$ cat src/rtl/ags_pkg.sv
// package: states, command and status carriers for the axis/group state machine
package ags_pkg;

    // ------------------------------------------------------------------
    // register map (apb byte offsets)
    // ------------------------------------------------------------------
    localparam logic [7:0] AGS_OFS_AXCMD  = 8'h00;
    localparam logic [7:0] AGS_OFS_GRCMD  = 8'h04;
    localparam logic [7:0] AGS_OFS_STATE  = 8'h08;
    localparam logic [7:0] AGS_OFS_ABORT  = 8'h0C;

    // ------------------------------------------------------------------
    // field positions
    // ------------------------------------------------------------------
    localparam int AGS_AX_PWR_EN   = 0;
    localparam int AGS_AX_PWR_ST   = 1;
    localparam int AGS_AX_STOP_EX  = 2;
    localparam int AGS_AX_STOP_DN  = 3;
    localparam int AGS_AX_RST_REQ  = 4;
    localparam int AGS_AX_HOME     = 5;
    localparam int AGS_AX_CONT     = 6;
    localparam int AGS_AX_DISC     = 7;
    localparam int AGS_AX_SYNC     = 8;
    localparam int AGS_AX_DONE     = 9;
    localparam int AGS_AX_ERR      = 10;
    localparam int AGS_GR_MOVE     = 0;
    localparam int AGS_GR_STOP_EX  = 1;
    localparam int AGS_GR_STOP_DN  = 2;
    localparam int AGS_GR_RESET    = 3;
    localparam int AGS_GR_ADD      = 4;
    localparam int AGS_GR_REMOVE   = 5;
    localparam int AGS_GR_DISSOLVE = 6;
    localparam int AGS_GR_OFF      = 7;
    localparam int AGS_GR_DIS_OFF  = 8;
    localparam int AGS_GR_ERR      = 9;
    localparam int AGS_GR_CNT_LSB  = 16;
    localparam int AGS_ST_GR_LSB   = 8;

    localparam logic [31:0] AGS_ZERO_WORD  = 32'h0000_0000;
    localparam logic [4:0]  AGS_MEMB_RESET = 5'h00;

    // ------------------------------------------------------------------
    // states
    // ------------------------------------------------------------------
    typedef enum logic [3:0] {
        AGS_AX_OFF      = 4'b0000,
        AGS_AX_STILL    = 4'b0001,
        AGS_AX_HOMING   = 4'b0010,
        AGS_AX_STOPPING = 4'b0011,
        AGS_AX_FAULT    = 4'b0100,
        AGS_AX_CONTIN   = 4'b0101,
        AGS_AX_DISCRETE = 4'b0110,
        AGS_AX_SYNCED   = 4'b0111
    } ags_axis_st_t;

    typedef enum logic [2:0] {
        AGS_GR_OFF_ST   = 3'b000,
        AGS_GR_IDLE_ST  = 3'b001,
        AGS_GR_MOTION   = 3'b010,
        AGS_GR_HALTING  = 3'b011,
        AGS_GR_FAULT_ST = 3'b100
    } ags_group_st_t;

    // ------------------------------------------------------------------
    // apb carrier
    // ------------------------------------------------------------------
    typedef struct packed {
        logic        psel;
        logic        penable;
        logic        pwrite;
        logic [7:0]  paddr;
        logic [31:0] pwdata;
    } ags_apb_req_t;

    typedef struct packed {
        logic        pready;
        logic        pslverr;
        logic [31:0] prdata;
    } ags_apb_rsp_t;

endpackage

$ cat src/rtl/ags_axis_group_sm.sv
// axis and group operating-state machine with apb register access
//
// Added by the designer: the APB register port and the address map.
`timescale 1ns/1ps
module ags_axis_group_sm (
    input  wire logic                  clk_i,
    input  wire logic                  rst_n_i,
    input  wire ags_pkg::ags_apb_req_t apb_req_i,
    output ags_pkg::ags_apb_rsp_t      apb_rsp_o,
    output logic [3:0]                 axis_state_o,
    output logic [2:0]                 group_state_o,
    output logic                       command_aborted_flag_o,
    output logic                       axis_decel_o
);
    import ags_pkg::*;

    // ------------------------------------------------------------------
    // apb decode
    // ------------------------------------------------------------------
    logic          acc_w;
    logic          wr_w;
    logic [31:0]   axcmd_q;
    logic [31:0]   grcmd_q;
    logic          prev_en_q;
    logic          abort_q;
    logic          dec_q;
    logic [4:0]    memb_q;
    logic          ax_wr_w;
    logic          gr_wr_w;
    ags_axis_st_t  ax_q;
    ags_axis_st_t  ax_d;
    ags_group_st_t gr_q;
    ags_group_st_t gr_d;
    ags_apb_rsp_t  rsp_q;

    function automatic logic hit(input logic [7:0] a, input logic [7:0] o);
        hit = (a == o);
    endfunction

    assign acc_w   = apb_req_i.psel && apb_req_i.penable;
    assign wr_w    = acc_w && apb_req_i.pwrite;
    assign ax_wr_w = wr_w && hit(apb_req_i.paddr, AGS_OFS_AXCMD);
    assign gr_wr_w = wr_w && hit(apb_req_i.paddr, AGS_OFS_GRCMD);

    // ------------------------------------------------------------------
    // command registers
    // ------------------------------------------------------------------
    // axis command word holds levels; pulse-type reset request self-clears
    always_ff @(posedge clk_i) begin
        if (!rst_n_i) begin
            axcmd_q <= AGS_ZERO_WORD;
        end else if (ax_wr_w) begin
            axcmd_q <= apb_req_i.pwdata;
        end else begin
            axcmd_q[AGS_AX_RST_REQ] <= 1'b0;
        end
    end

    // group command bits are one-shot except stop execute/done and error
    always_ff @(posedge clk_i) begin
        if (!rst_n_i) begin
            grcmd_q <= AGS_ZERO_WORD;
        end else if (gr_wr_w) begin
            grcmd_q <= apb_req_i.pwdata;
        end else begin
            grcmd_q[AGS_GR_MOVE]     <= 1'b0;
            grcmd_q[AGS_GR_RESET]    <= 1'b0;
            grcmd_q[AGS_GR_ADD]      <= 1'b0;
            grcmd_q[AGS_GR_REMOVE]   <= 1'b0;
            grcmd_q[AGS_GR_DISSOLVE] <= 1'b0;
            grcmd_q[AGS_GR_OFF]      <= 1'b0;
            grcmd_q[AGS_GR_DIS_OFF]  <= 1'b0;
        end
    end

    always_ff @(posedge clk_i) begin
        if (!rst_n_i) begin
            prev_en_q <= 1'b0;
        end else begin
            prev_en_q <= axcmd_q[AGS_AX_PWR_EN];
        end
    end

    // ------------------------------------------------------------------
    // axis state
    // ------------------------------------------------------------------
    logic err_w, en_w, st_w, motion_ok_w;
    assign err_w = axcmd_q[AGS_AX_ERR];
    assign en_w  = axcmd_q[AGS_AX_PWR_EN];
    assign st_w  = axcmd_q[AGS_AX_PWR_ST];
    // motion only starts from standstill or an active motion state
    assign motion_ok_w = (ax_q == AGS_AX_STILL) || (ax_q == AGS_AX_CONTIN)
                      || (ax_q == AGS_AX_DISCRETE) || (ax_q == AGS_AX_SYNCED);

    always_comb begin
        ax_d = ax_q;
        if (err_w) begin
            ax_d = AGS_AX_FAULT;
        end else if (ax_q == AGS_AX_FAULT) begin
            // only the error reset leaves fault-halt
            if (axcmd_q[AGS_AX_RST_REQ]) begin
                if (!st_w) begin
                    ax_d = AGS_AX_OFF;
                end else if (en_w) begin
                    ax_d = AGS_AX_STILL;
                end
            end
        end else if (!en_w) begin
            ax_d = AGS_AX_OFF;
        end else if (ax_q == AGS_AX_OFF) begin
            if (en_w && !prev_en_q && st_w) begin
                ax_d = AGS_AX_STILL;
            end
        end else if (ax_q == AGS_AX_STOPPING) begin
            // power disable and error act at once; other commands wait until the stop block is done
            if (axcmd_q[AGS_AX_STOP_DN] && !axcmd_q[AGS_AX_STOP_EX]) begin
                ax_d = AGS_AX_STILL;
            end
        end else if (axcmd_q[AGS_AX_STOP_EX]) begin
            ax_d = AGS_AX_STOPPING;
        end else if (axcmd_q[AGS_AX_DONE]) begin
            ax_d = AGS_AX_STILL;
        end else if (axcmd_q[AGS_AX_HOME] && ax_q == AGS_AX_STILL) begin
            ax_d = AGS_AX_HOMING;
        end else if (motion_ok_w && axcmd_q[AGS_AX_SYNC]) begin
            ax_d = AGS_AX_SYNCED;
        end else if (motion_ok_w && axcmd_q[AGS_AX_CONT]) begin
            ax_d = AGS_AX_CONTIN;
        end else if (motion_ok_w && axcmd_q[AGS_AX_DISC]) begin
            ax_d = AGS_AX_DISCRETE;
        end
    end

    always_ff @(posedge clk_i) begin
        if (!rst_n_i) begin
            ax_q <= AGS_AX_OFF;
        end else begin
            ax_q <= ax_d;
        end
    end

    // busy commands are cut when the axis drops to disabled
    always_ff @(posedge clk_i) begin
        if (!rst_n_i) begin
            abort_q <= 1'b0;
        end else if (ax_d == AGS_AX_OFF && ax_q != AGS_AX_OFF
                     && ax_q != AGS_AX_STILL && ax_q != AGS_AX_FAULT) begin
            abort_q <= 1'b1;
        end else if (wr_w && hit(apb_req_i.paddr, AGS_OFS_ABORT)) begin
            abort_q <= 1'b0;
        end
    end

    // decel flag is high for as long as the axis is in fault, low once the fault clears
    always_ff @(posedge clk_i) begin
        if (!rst_n_i) begin
            dec_q <= 1'b0;
        end else begin
            dec_q <= (ax_d == AGS_AX_FAULT);
        end
    end

    // ------------------------------------------------------------------
    // group state
    // ------------------------------------------------------------------
    logic       add_w, rem_w, dis_w;
    logic [4:0] memb_d;
    assign add_w = grcmd_q[AGS_GR_ADD];
    assign rem_w = grcmd_q[AGS_GR_REMOVE];
    assign dis_w = grcmd_q[AGS_GR_DISSOLVE];

    always_comb begin
        memb_d = memb_q;
        if (dis_w || grcmd_q[AGS_GR_DIS_OFF]) begin
            memb_d = AGS_MEMB_RESET;
        end else if (add_w && memb_q != 5'h1F) begin
            memb_d = memb_q + 5'h01;
        end else if (rem_w && memb_q != AGS_MEMB_RESET) begin
            memb_d = memb_q - 5'h01;
        end
    end

    always_ff @(posedge clk_i) begin
        if (!rst_n_i) begin
            memb_q <= AGS_MEMB_RESET;
        end else begin
            memb_q <= memb_d;
        end
    end

    always_comb begin
        gr_d = gr_q;
        if (grcmd_q[AGS_GR_OFF] || grcmd_q[AGS_GR_DIS_OFF]) begin
            gr_d = AGS_GR_OFF_ST;
        end else if (grcmd_q[AGS_GR_ERR] && gr_q != AGS_GR_OFF_ST) begin
            gr_d = AGS_GR_FAULT_ST;
        end else begin
            unique case (gr_q)
                AGS_GR_OFF_ST: begin
                    if (add_w) begin
                        gr_d = AGS_GR_IDLE_ST;
                    end
                end
                AGS_GR_IDLE_ST, AGS_GR_MOTION: begin
                    if (grcmd_q[AGS_GR_STOP_EX]) begin
                        gr_d = AGS_GR_HALTING;
                    end else if (gr_q == AGS_GR_IDLE_ST
                                 && (rem_w || dis_w)
                                 && memb_d == AGS_MEMB_RESET) begin
                        gr_d = AGS_GR_OFF_ST;
                    end else if (gr_q == AGS_GR_IDLE_ST
                                 && (add_w || rem_w)) begin
                        gr_d = AGS_GR_IDLE_ST;
                    end else if (grcmd_q[AGS_GR_MOVE]) begin
                        gr_d = AGS_GR_MOTION;
                    end
                end
                AGS_GR_HALTING: begin
                    // motion commands are ignored here
                    if (grcmd_q[AGS_GR_STOP_DN]
                        && !grcmd_q[AGS_GR_STOP_EX]) begin
                        gr_d = AGS_GR_IDLE_ST;
                    end
                end
                AGS_GR_FAULT_ST: begin
                    if (grcmd_q[AGS_GR_RESET]) begin
                        gr_d = AGS_GR_IDLE_ST;
                    end
                end
                default: gr_d = AGS_GR_OFF_ST;
            endcase
        end
    end

    always_ff @(posedge clk_i) begin
        if (!rst_n_i) begin
            gr_q <= AGS_GR_OFF_ST;
        end else begin
            gr_q <= gr_d;
        end
    end

    // ------------------------------------------------------------------
    // apb answer: zero wait states, unmapped reads zero with slverr
    // ------------------------------------------------------------------
    always_ff @(posedge clk_i) begin
        if (!rst_n_i) begin
            rsp_q <= '0;
        end else begin
            rsp_q.pready  <= apb_req_i.psel && !apb_req_i.penable;
            rsp_q.pslverr <= apb_req_i.psel && !apb_req_i.penable
                && !(hit(apb_req_i.paddr, AGS_OFS_AXCMD)
                  || hit(apb_req_i.paddr, AGS_OFS_GRCMD)
                  || hit(apb_req_i.paddr, AGS_OFS_STATE)
                  || hit(apb_req_i.paddr, AGS_OFS_ABORT));
            rsp_q.prdata <= AGS_ZERO_WORD;
            if (apb_req_i.psel && !apb_req_i.penable
                && !apb_req_i.pwrite) begin
                if (hit(apb_req_i.paddr, AGS_OFS_AXCMD)) begin
                    rsp_q.prdata <= axcmd_q;
                end else if (hit(apb_req_i.paddr, AGS_OFS_GRCMD)) begin
                    rsp_q.prdata <= grcmd_q;
                end else if (hit(apb_req_i.paddr, AGS_OFS_STATE)) begin
                    // distinct state codes side by side
                    rsp_q.prdata <= {11'h000, memb_q, 5'h00, gr_q,
                                     4'h0, ax_q};
                end else if (hit(apb_req_i.paddr, AGS_OFS_ABORT)) begin
                    rsp_q.prdata <= {30'h0000_0000, dec_q, abort_q};
                end
            end
        end
    end

    assign apb_rsp_o              = rsp_q;
    assign axis_state_o           = ax_q;
    assign group_state_o          = gr_q;
    assign command_aborted_flag_o = abort_q;
    assign axis_decel_o           = dec_q;

endmodule

$ cat config.mk
export PLATFORM = sky130hd
export DESIGN_NAME = ags_axis_group_sm
export DESIGN_NICKNAME = d
export VERILOG_FILES = /design/src/rtl/ags_pkg.sv /design/src/rtl/ags_axis_group_sm.sv
export SDC_FILE = /design/constraint.sdc
export NUM_CORES = 1
export LEC_CHECK = 0
export BUFFER_PORTS_ARGS = -buffer_cell sky130_fd_sc_hd__buf_2
export CORE_ASPECT_RATIO = 1.5
export CORE_MARGIN = 1
export CORE_UTILIZATION = 55
export CTS_CLUSTER_DIAMETER = 200
export DETAILED_ROUTE_END_ITERATION = 10
export PLACE_DENSITY = 0.79
export SLEW_MARGIN = 20
export SYNTH_ARGS = -nofsm -noshare
export SYNTH_HDL_FRONTEND = slang
export SYNTH_SLANG_ARGS = --single-unit
$ cat constraint.sdc
create_clock -name clk_i -period 2.39 [get_ports clk_i]
set_input_delay 0.478 -clock clk_i [delete_from_list [all_inputs] [get_ports clk_i]]
set_output_delay 0.478 -clock clk_i [all_outputs]
set_load 0.02 [all_outputs]
* Word-level counts from Yosys, hierarchy flattened
Cells that the tools add are included.
Word-level totals: output and inout bits 43, logic and storage cells 134, input bits 45, register bits after elaboration 113
Operators by class: mux-type cells 34, bitwise operators 1, $add $sub $neg 2, equality and inequality tests 25, reduce and logical (&&, ||, !) cells 58
Operators with widths (number):
- $mux W32 | 2
- $mux W4 | 16
- $logic_and A1 B1 Y1 | 25
- $mux W3 | 8
- $mux W21 | 1
- $eq A4 B3 Y1 const B | 5
- $eq A8 B4 Y1 const B | 2
- $mux W5 | 3
- $pmux W3 S4 | 1
- $logic_or A1 B1 Y1 | 10
- $ne A5 B5 Y1 const B | 2
- $ne A3 B3 Y1 const B | 3
- $eq A8 B3 Y1 const B | 1
- $logic_not A4 Y1 | 2
- $logic_not A8 Y1 | 1
- $reduce_and A4 Y1 | 2
- $eq A3 B2 Y1 const B | 2
- $logic_not A1 Y1 | 6
- $ne A2 B2 Y1 const B | 3
- $ne A6 B6 Y1 const B | 1
- $reduce_and A2 Y1 | 3
- $add A5 B1 Y5 const B | 1
- $logic_not A5 Y1 | 1
- $reduce_bool A5 Y1 | 1
- other kinds (16) | 18

* Logic depth before layout (Yosys ltp)
depth after elaboration 21, mapped depth 9, depth with buffers taken out 9

* Least setup slack after synthesis
Ideal clock, no wire load.
path type flip-flop to flip-flop, from reg memb_q[0], to reg gr_q[1], in the netlist group_state_o[1], period minus slack after synthesis 2.133 ns, required time 2.312 ns, path buffers 0, stages on the path, launching flop included 10, setup time 0.078 ns, setup slack 0.257 ns, arrival 2.055 ns, cells stage by stage dfxtp_1 > ha_1 > and3_2 > ha_1 > nand2b_1 > mux2i_1 > or3_2 > a21oi_1 > nor3_2 > nor3_1
On the way: cells in the longest elaborated chain, start to end 10, elaborated cells between the ends (all ways) 16, classes of those cells add/sub (2); eq/ne (2); mux (6); reduce/logical (6)
Ends and longest elaborated chain:
- start, declared | RTL line ags_axis_group_sm.sv:27 | logic [4:0] memb_q;
- start signal, assigned | RTL line ags_axis_group_sm.sv:187 | memb_q <= memb_d;
- branches (longest 3 deep; another with $sub A5 B1 Y5)
- $mux W5 (*) | RTL line ags_axis_group_sm.sv:176 | end else if (add_w && memb_q != 5'h1F) begin
- $mux W5 (*) | RTL line ags_axis_group_sm.sv:174 | if (dis_w || grcmd_q[AGS_GR_DIS_OFF]) begin
- $logic_not A5 Y1 (*) | RTL line ags_axis_group_sm.sv:209 | && memb_d == AGS_MEMB_RESET) begin
- $logic_and A1 B1 Y1 (*) | RTL line ags_axis_group_sm.sv:209
- $mux W3 | RTL line ags_axis_group_sm.sv:207 | end else if (gr_q == AGS_GR_IDLE_ST
- $mux W3 | RTL line ags_axis_group_sm.sv:205 | if (grcmd_q[AGS_GR_STOP_EX]) begin
- $pmux W3 S4 | RTL line ags_axis_group_sm.sv:198 | unique case (gr_q)
- end signal, assigned | RTL line ags_axis_group_sm.sv:239 | gr_q <= gr_d;
- end, declared | RTL line ags_axis_group_sm.sv:32 | ags_group_st_t gr_q;
Mark *: on every way between the ends. A chain may end at the register's enable or synchronous reset.

* Worst setup path in the final report
Ends and elaborated chain as after synthesis.

==> reports/qor.csv <==
stage;metric;value;unit
route;vias_per_cell;5.562;
setup_path;reg2regPathDepth;8;
clock_tree;cts-hold-fix-buffers;0;
setup_path;worstSetupEndpointType;register;
global_routing;grt_pass1_vias;4295;
global_routing;grt_max_degree;74;
global_routing;grt_overflow;0;
clock_tree;cts_tree;yes;
route;drc_errors;0;
final_layout;fin_cells;763;
clock_tree;cts_sinks;113;
flow_run;maxCapViolCount;0;
floorplanning;start_util;56.35;%
final_layout;fin_area;0.005867;mm2
route;ant_nets;0;
placed_design;dpl_cell_area;0.005256;mm2
floorplanning;die_h;115.4;um
power_and_ir_drop;leakagePower;2.329;nW
route;drt_iter0_drc;363;
sta;drv_slew;0;
route;wire_per_inst;15.45;um
route;first_pass_iters;4;
final_layout;n_antenna_cell;0;
floorplanning;core;0.008362;mm2
status;outcome;finished, final reports clean;
floorplanning;fp-row-count;41;
setup_path;reg2reg_from;memb_q[0];
sta;tightest_slew;0.6077;ns
sta;fin_ws;0.08797;ns
floorplanning;ios;88;
worst_hold_path;hold_class;input port to register;
clock_tree;clk_pin_slew;0.05;ns
sta;setup_tns;0;ns
power_and_ir_drop;pwr-share-comb;2.6;%
worst_hold_path;whs_endpoint;axcmd_q[30];
clock_tree;insertion_delay;0.41;ns
synth;synthFlopType;dfxtp_1;
route;vias;4244;
setup_path;start_kind;register;
global_routing;antenna_found_initial;0;
setup_path;critical_path_class;register to register;
final_layout;drive_gt1_share;22.87;%
sta;min_period;2.302;ns
clock_tree;cts_buffers;17;
power_and_ir_drop;ir_worst_vdd;0.0006915;V
power_and_ir_drop;seqPwrFrac;42.6;%
sta;max_freq;434.4;MHz
power_and_ir_drop;p_int;3.544;mW
setup_path;r2r_end;group_state_o[1];
synth;syn_area;0.004712;mm2
placed_design;io_buffers;87;
placed_design;pre_cts_slack;0.09356;ns
placed_design;gp_congestion;0.9535;
floorplanning;die_x;77.58;um
route;drt_wl_total;11790;um
sta;relSlewSlack;59.48;%
final_layout;n_fill_cell;653;
power_and_ir_drop;clockPowerShare;54.8;%
power_and_ir_drop;power_density;756.1;mW/mm2
setup_path;crit_fanout;6;
sta;rsz0062_at_grt;no;
sta;fin_worst_skew;0.01139;ns
worst_hold_path;hp-start;apb_req_i[30];
setup_path;rrSetupSlack;0.09;ns
synth;syn_inst;563;
setup_path;worst-endpoint-arrival;2.63;ns
placed_design;dp.cells;731;
synth;synth-async-reset-ratio;0;%
synth;synth.avg_cell_area;8.369;um2
global_routing;grt_pass1_wl;19610;um
synth;syn_nets;611;
power_and_ir_drop;swShare;20.10;%
floorplanning;die_area;0.008949;mm2
final_layout;finalNetCount;691;
worst_hold_path;min_path_cells;3;
synth;synth.yosys.seq_area_share;48.01;%
placed_design;dp_hpwl;7979;um
clock_tree;ctsLongestPathBuffers;2;
sta;hold_viol;0;
synth;yosys_warnings;0;
clock_tree;cts_root_buf;clkbuf_16;
clock_tree;h-tree-depth;4;
synth;ys_seq_elements;113;
synth;yosysUniqueCellTypes;54;
final_layout;fin_util;70.16;%
final_layout;syn_to_final_growth;24.51;%
synth;synth_edf_count;0;
global_routing;grt_usage;28.40;%
sta;setup_viol;0;
power_and_ir_drop;p_sw;891.6;uW
setup_path;worstPathRequired;2.72;ns
sta;post-route-period-util;96.32;%
## synth_stat cells (all sizes together), types with 3 or more instances
cell    count  area [um2]
a211oi      3       22.52
a21boi     58       435.4
a21oi      19       98.85
a22oi      20       150.1
and2        9       57.56
and3       10       63.81
buf         6       26.27
clkbuf     33       143.9
dfxtp     113        2262
ha          3       37.54
inv         7       26.28
mux2i      14       140.1
nand2     130       488.0
nand3       4       20.02
nand3b      3       22.52
nor2       66       247.7
nor2b       6       37.54
nor3       13       70.07
o21ai       9       45.04
or2         3       18.77
or3         5       33.78
## placed cells by master, fill, tap and decap left out, drive strengths merged, types with 10 or more instances in the layout
| cell | n |
|---|---|
| nand2 | 130 |
| clkbuf | 22 |
| nor3 | 13 |
| a21boi | 58 |
| and3 | 10 |
| a21oi | 19 |
| buf | 100 |
| nor2 | 66 |
| mux2i | 14 |
| dfxtp | 113 |
| a22oi | 20 |
## state kept, by name, indices dropped and copies added, names as in the netlist
| register | flops |
|---|---|
| axcmd_q | 32 |
| axis_state_o | 4 |
| group_state_o | 3 |
| apb_rsp_o | 34 |
| axis_decel_o | 1 |
| prev_en_q | 1 |
| memb_q | 5 |
| command_aborted_flag_o | 1 |
| grcmd_q | 32 |
## worst max path at each step
stage	start	end	slack [ns]
6_report	memb_q[0]	group_state_o[1]	0.09
5_1_grt	memb_q[0]	group_state_o[1]	0.02
3_3_place_gp	memb_q[0]	group_state_o[1]	0.17
4_1_cts	memb_q[0]	group_state_o[1]	0.06
3_5_place_dp	memb_q[0]	group_state_o[1]	0.09
2_1_floorplan	memb_q[0]	group_state_o[1]	0.26
## per-layer routing
metal | vias to the layer above | GRT usage, % | part of all wire (%)
met5 | - | 0 | 0
met4 | 0 | 17.86 | 3.2
met3 | 37 | 7.381 | 5.5
met2 | 144 | 49.09 | 52
met1 | 1990 | 30.86 | 39
li1 | 2073 | - | -
## metrics by stage
stage	total power, mW	hold slack (ns)
2_1_floorplan	1.979	0.4355
3_3_place_gp	2.039	0.4416
3_5_place_dp	2.042	0.4535
4_1_cts	4.462	0.2959
5_1_grt	4.553	0.3091
6_report	4.436	0.3157
## power by group through the flow
stage | Clock [mW] | Combinational, mW | Sequential, mW
global placement | 0 | 0.112 | 1.93
global route | 2.54 | 0.124 | 1.89
detailed placement | 0 | 0.114 | 1.93
CTS | 2.46 | 0.114 | 1.89
floorplan | 0 | 0.0494 | 1.93
finish | 2.43 | 0.115 | 1.89
## logic make-up (layout without fill, tap and decap cells)
family                   Yosys count  in the layout  share of synthesized area [%]
XOR/XNOR                           2              2                         0.3718
AND/OR/NAND/NOR                  261            261                          24.59
multiplexers                      16             16                          3.691
AO/OA/AOI/OAI                    122            122                          18.38
adder cells (fa/ha/maj)            3              3                         0.7967
buffers and inverters             46            139                          4.169
flip-flops                       113            113                          48.01
## worst max-delay path: stages, from the launching register on
cell	delay, ns
dfxtp_1	0.35
inv_1	0.11
ha_1	0.22
or4b_4	0.53
a311o_1	0.38
a31oi_1	0.26
or3_1	0.17
nor3_2	0.04
nor3_1	0.16
## timing repair
action,CTS,global route
buffers inserted,0,0
setup endpoints to repair,0,2
gates resized for setup,0,6
## cell type report
cell class / instances / area (um2) / share of cell area (%)
Sequential cell: 113 / 2262 / 38.56
Clock inverter: 10 / 108.9 / 1.855
Multi-Input combinational cell: 404 / 2291 / 39.05
Timing Repair Buffer: 100 / 570.5 / 9.725
Clock buffer: 22 / 474.2 / 8.083
Tap cell: 107 / 133.9 / 2.282
Inverter: 7 / 26.28 / 0.4479
Note: power is estimated with default switching activity, not from simulation.
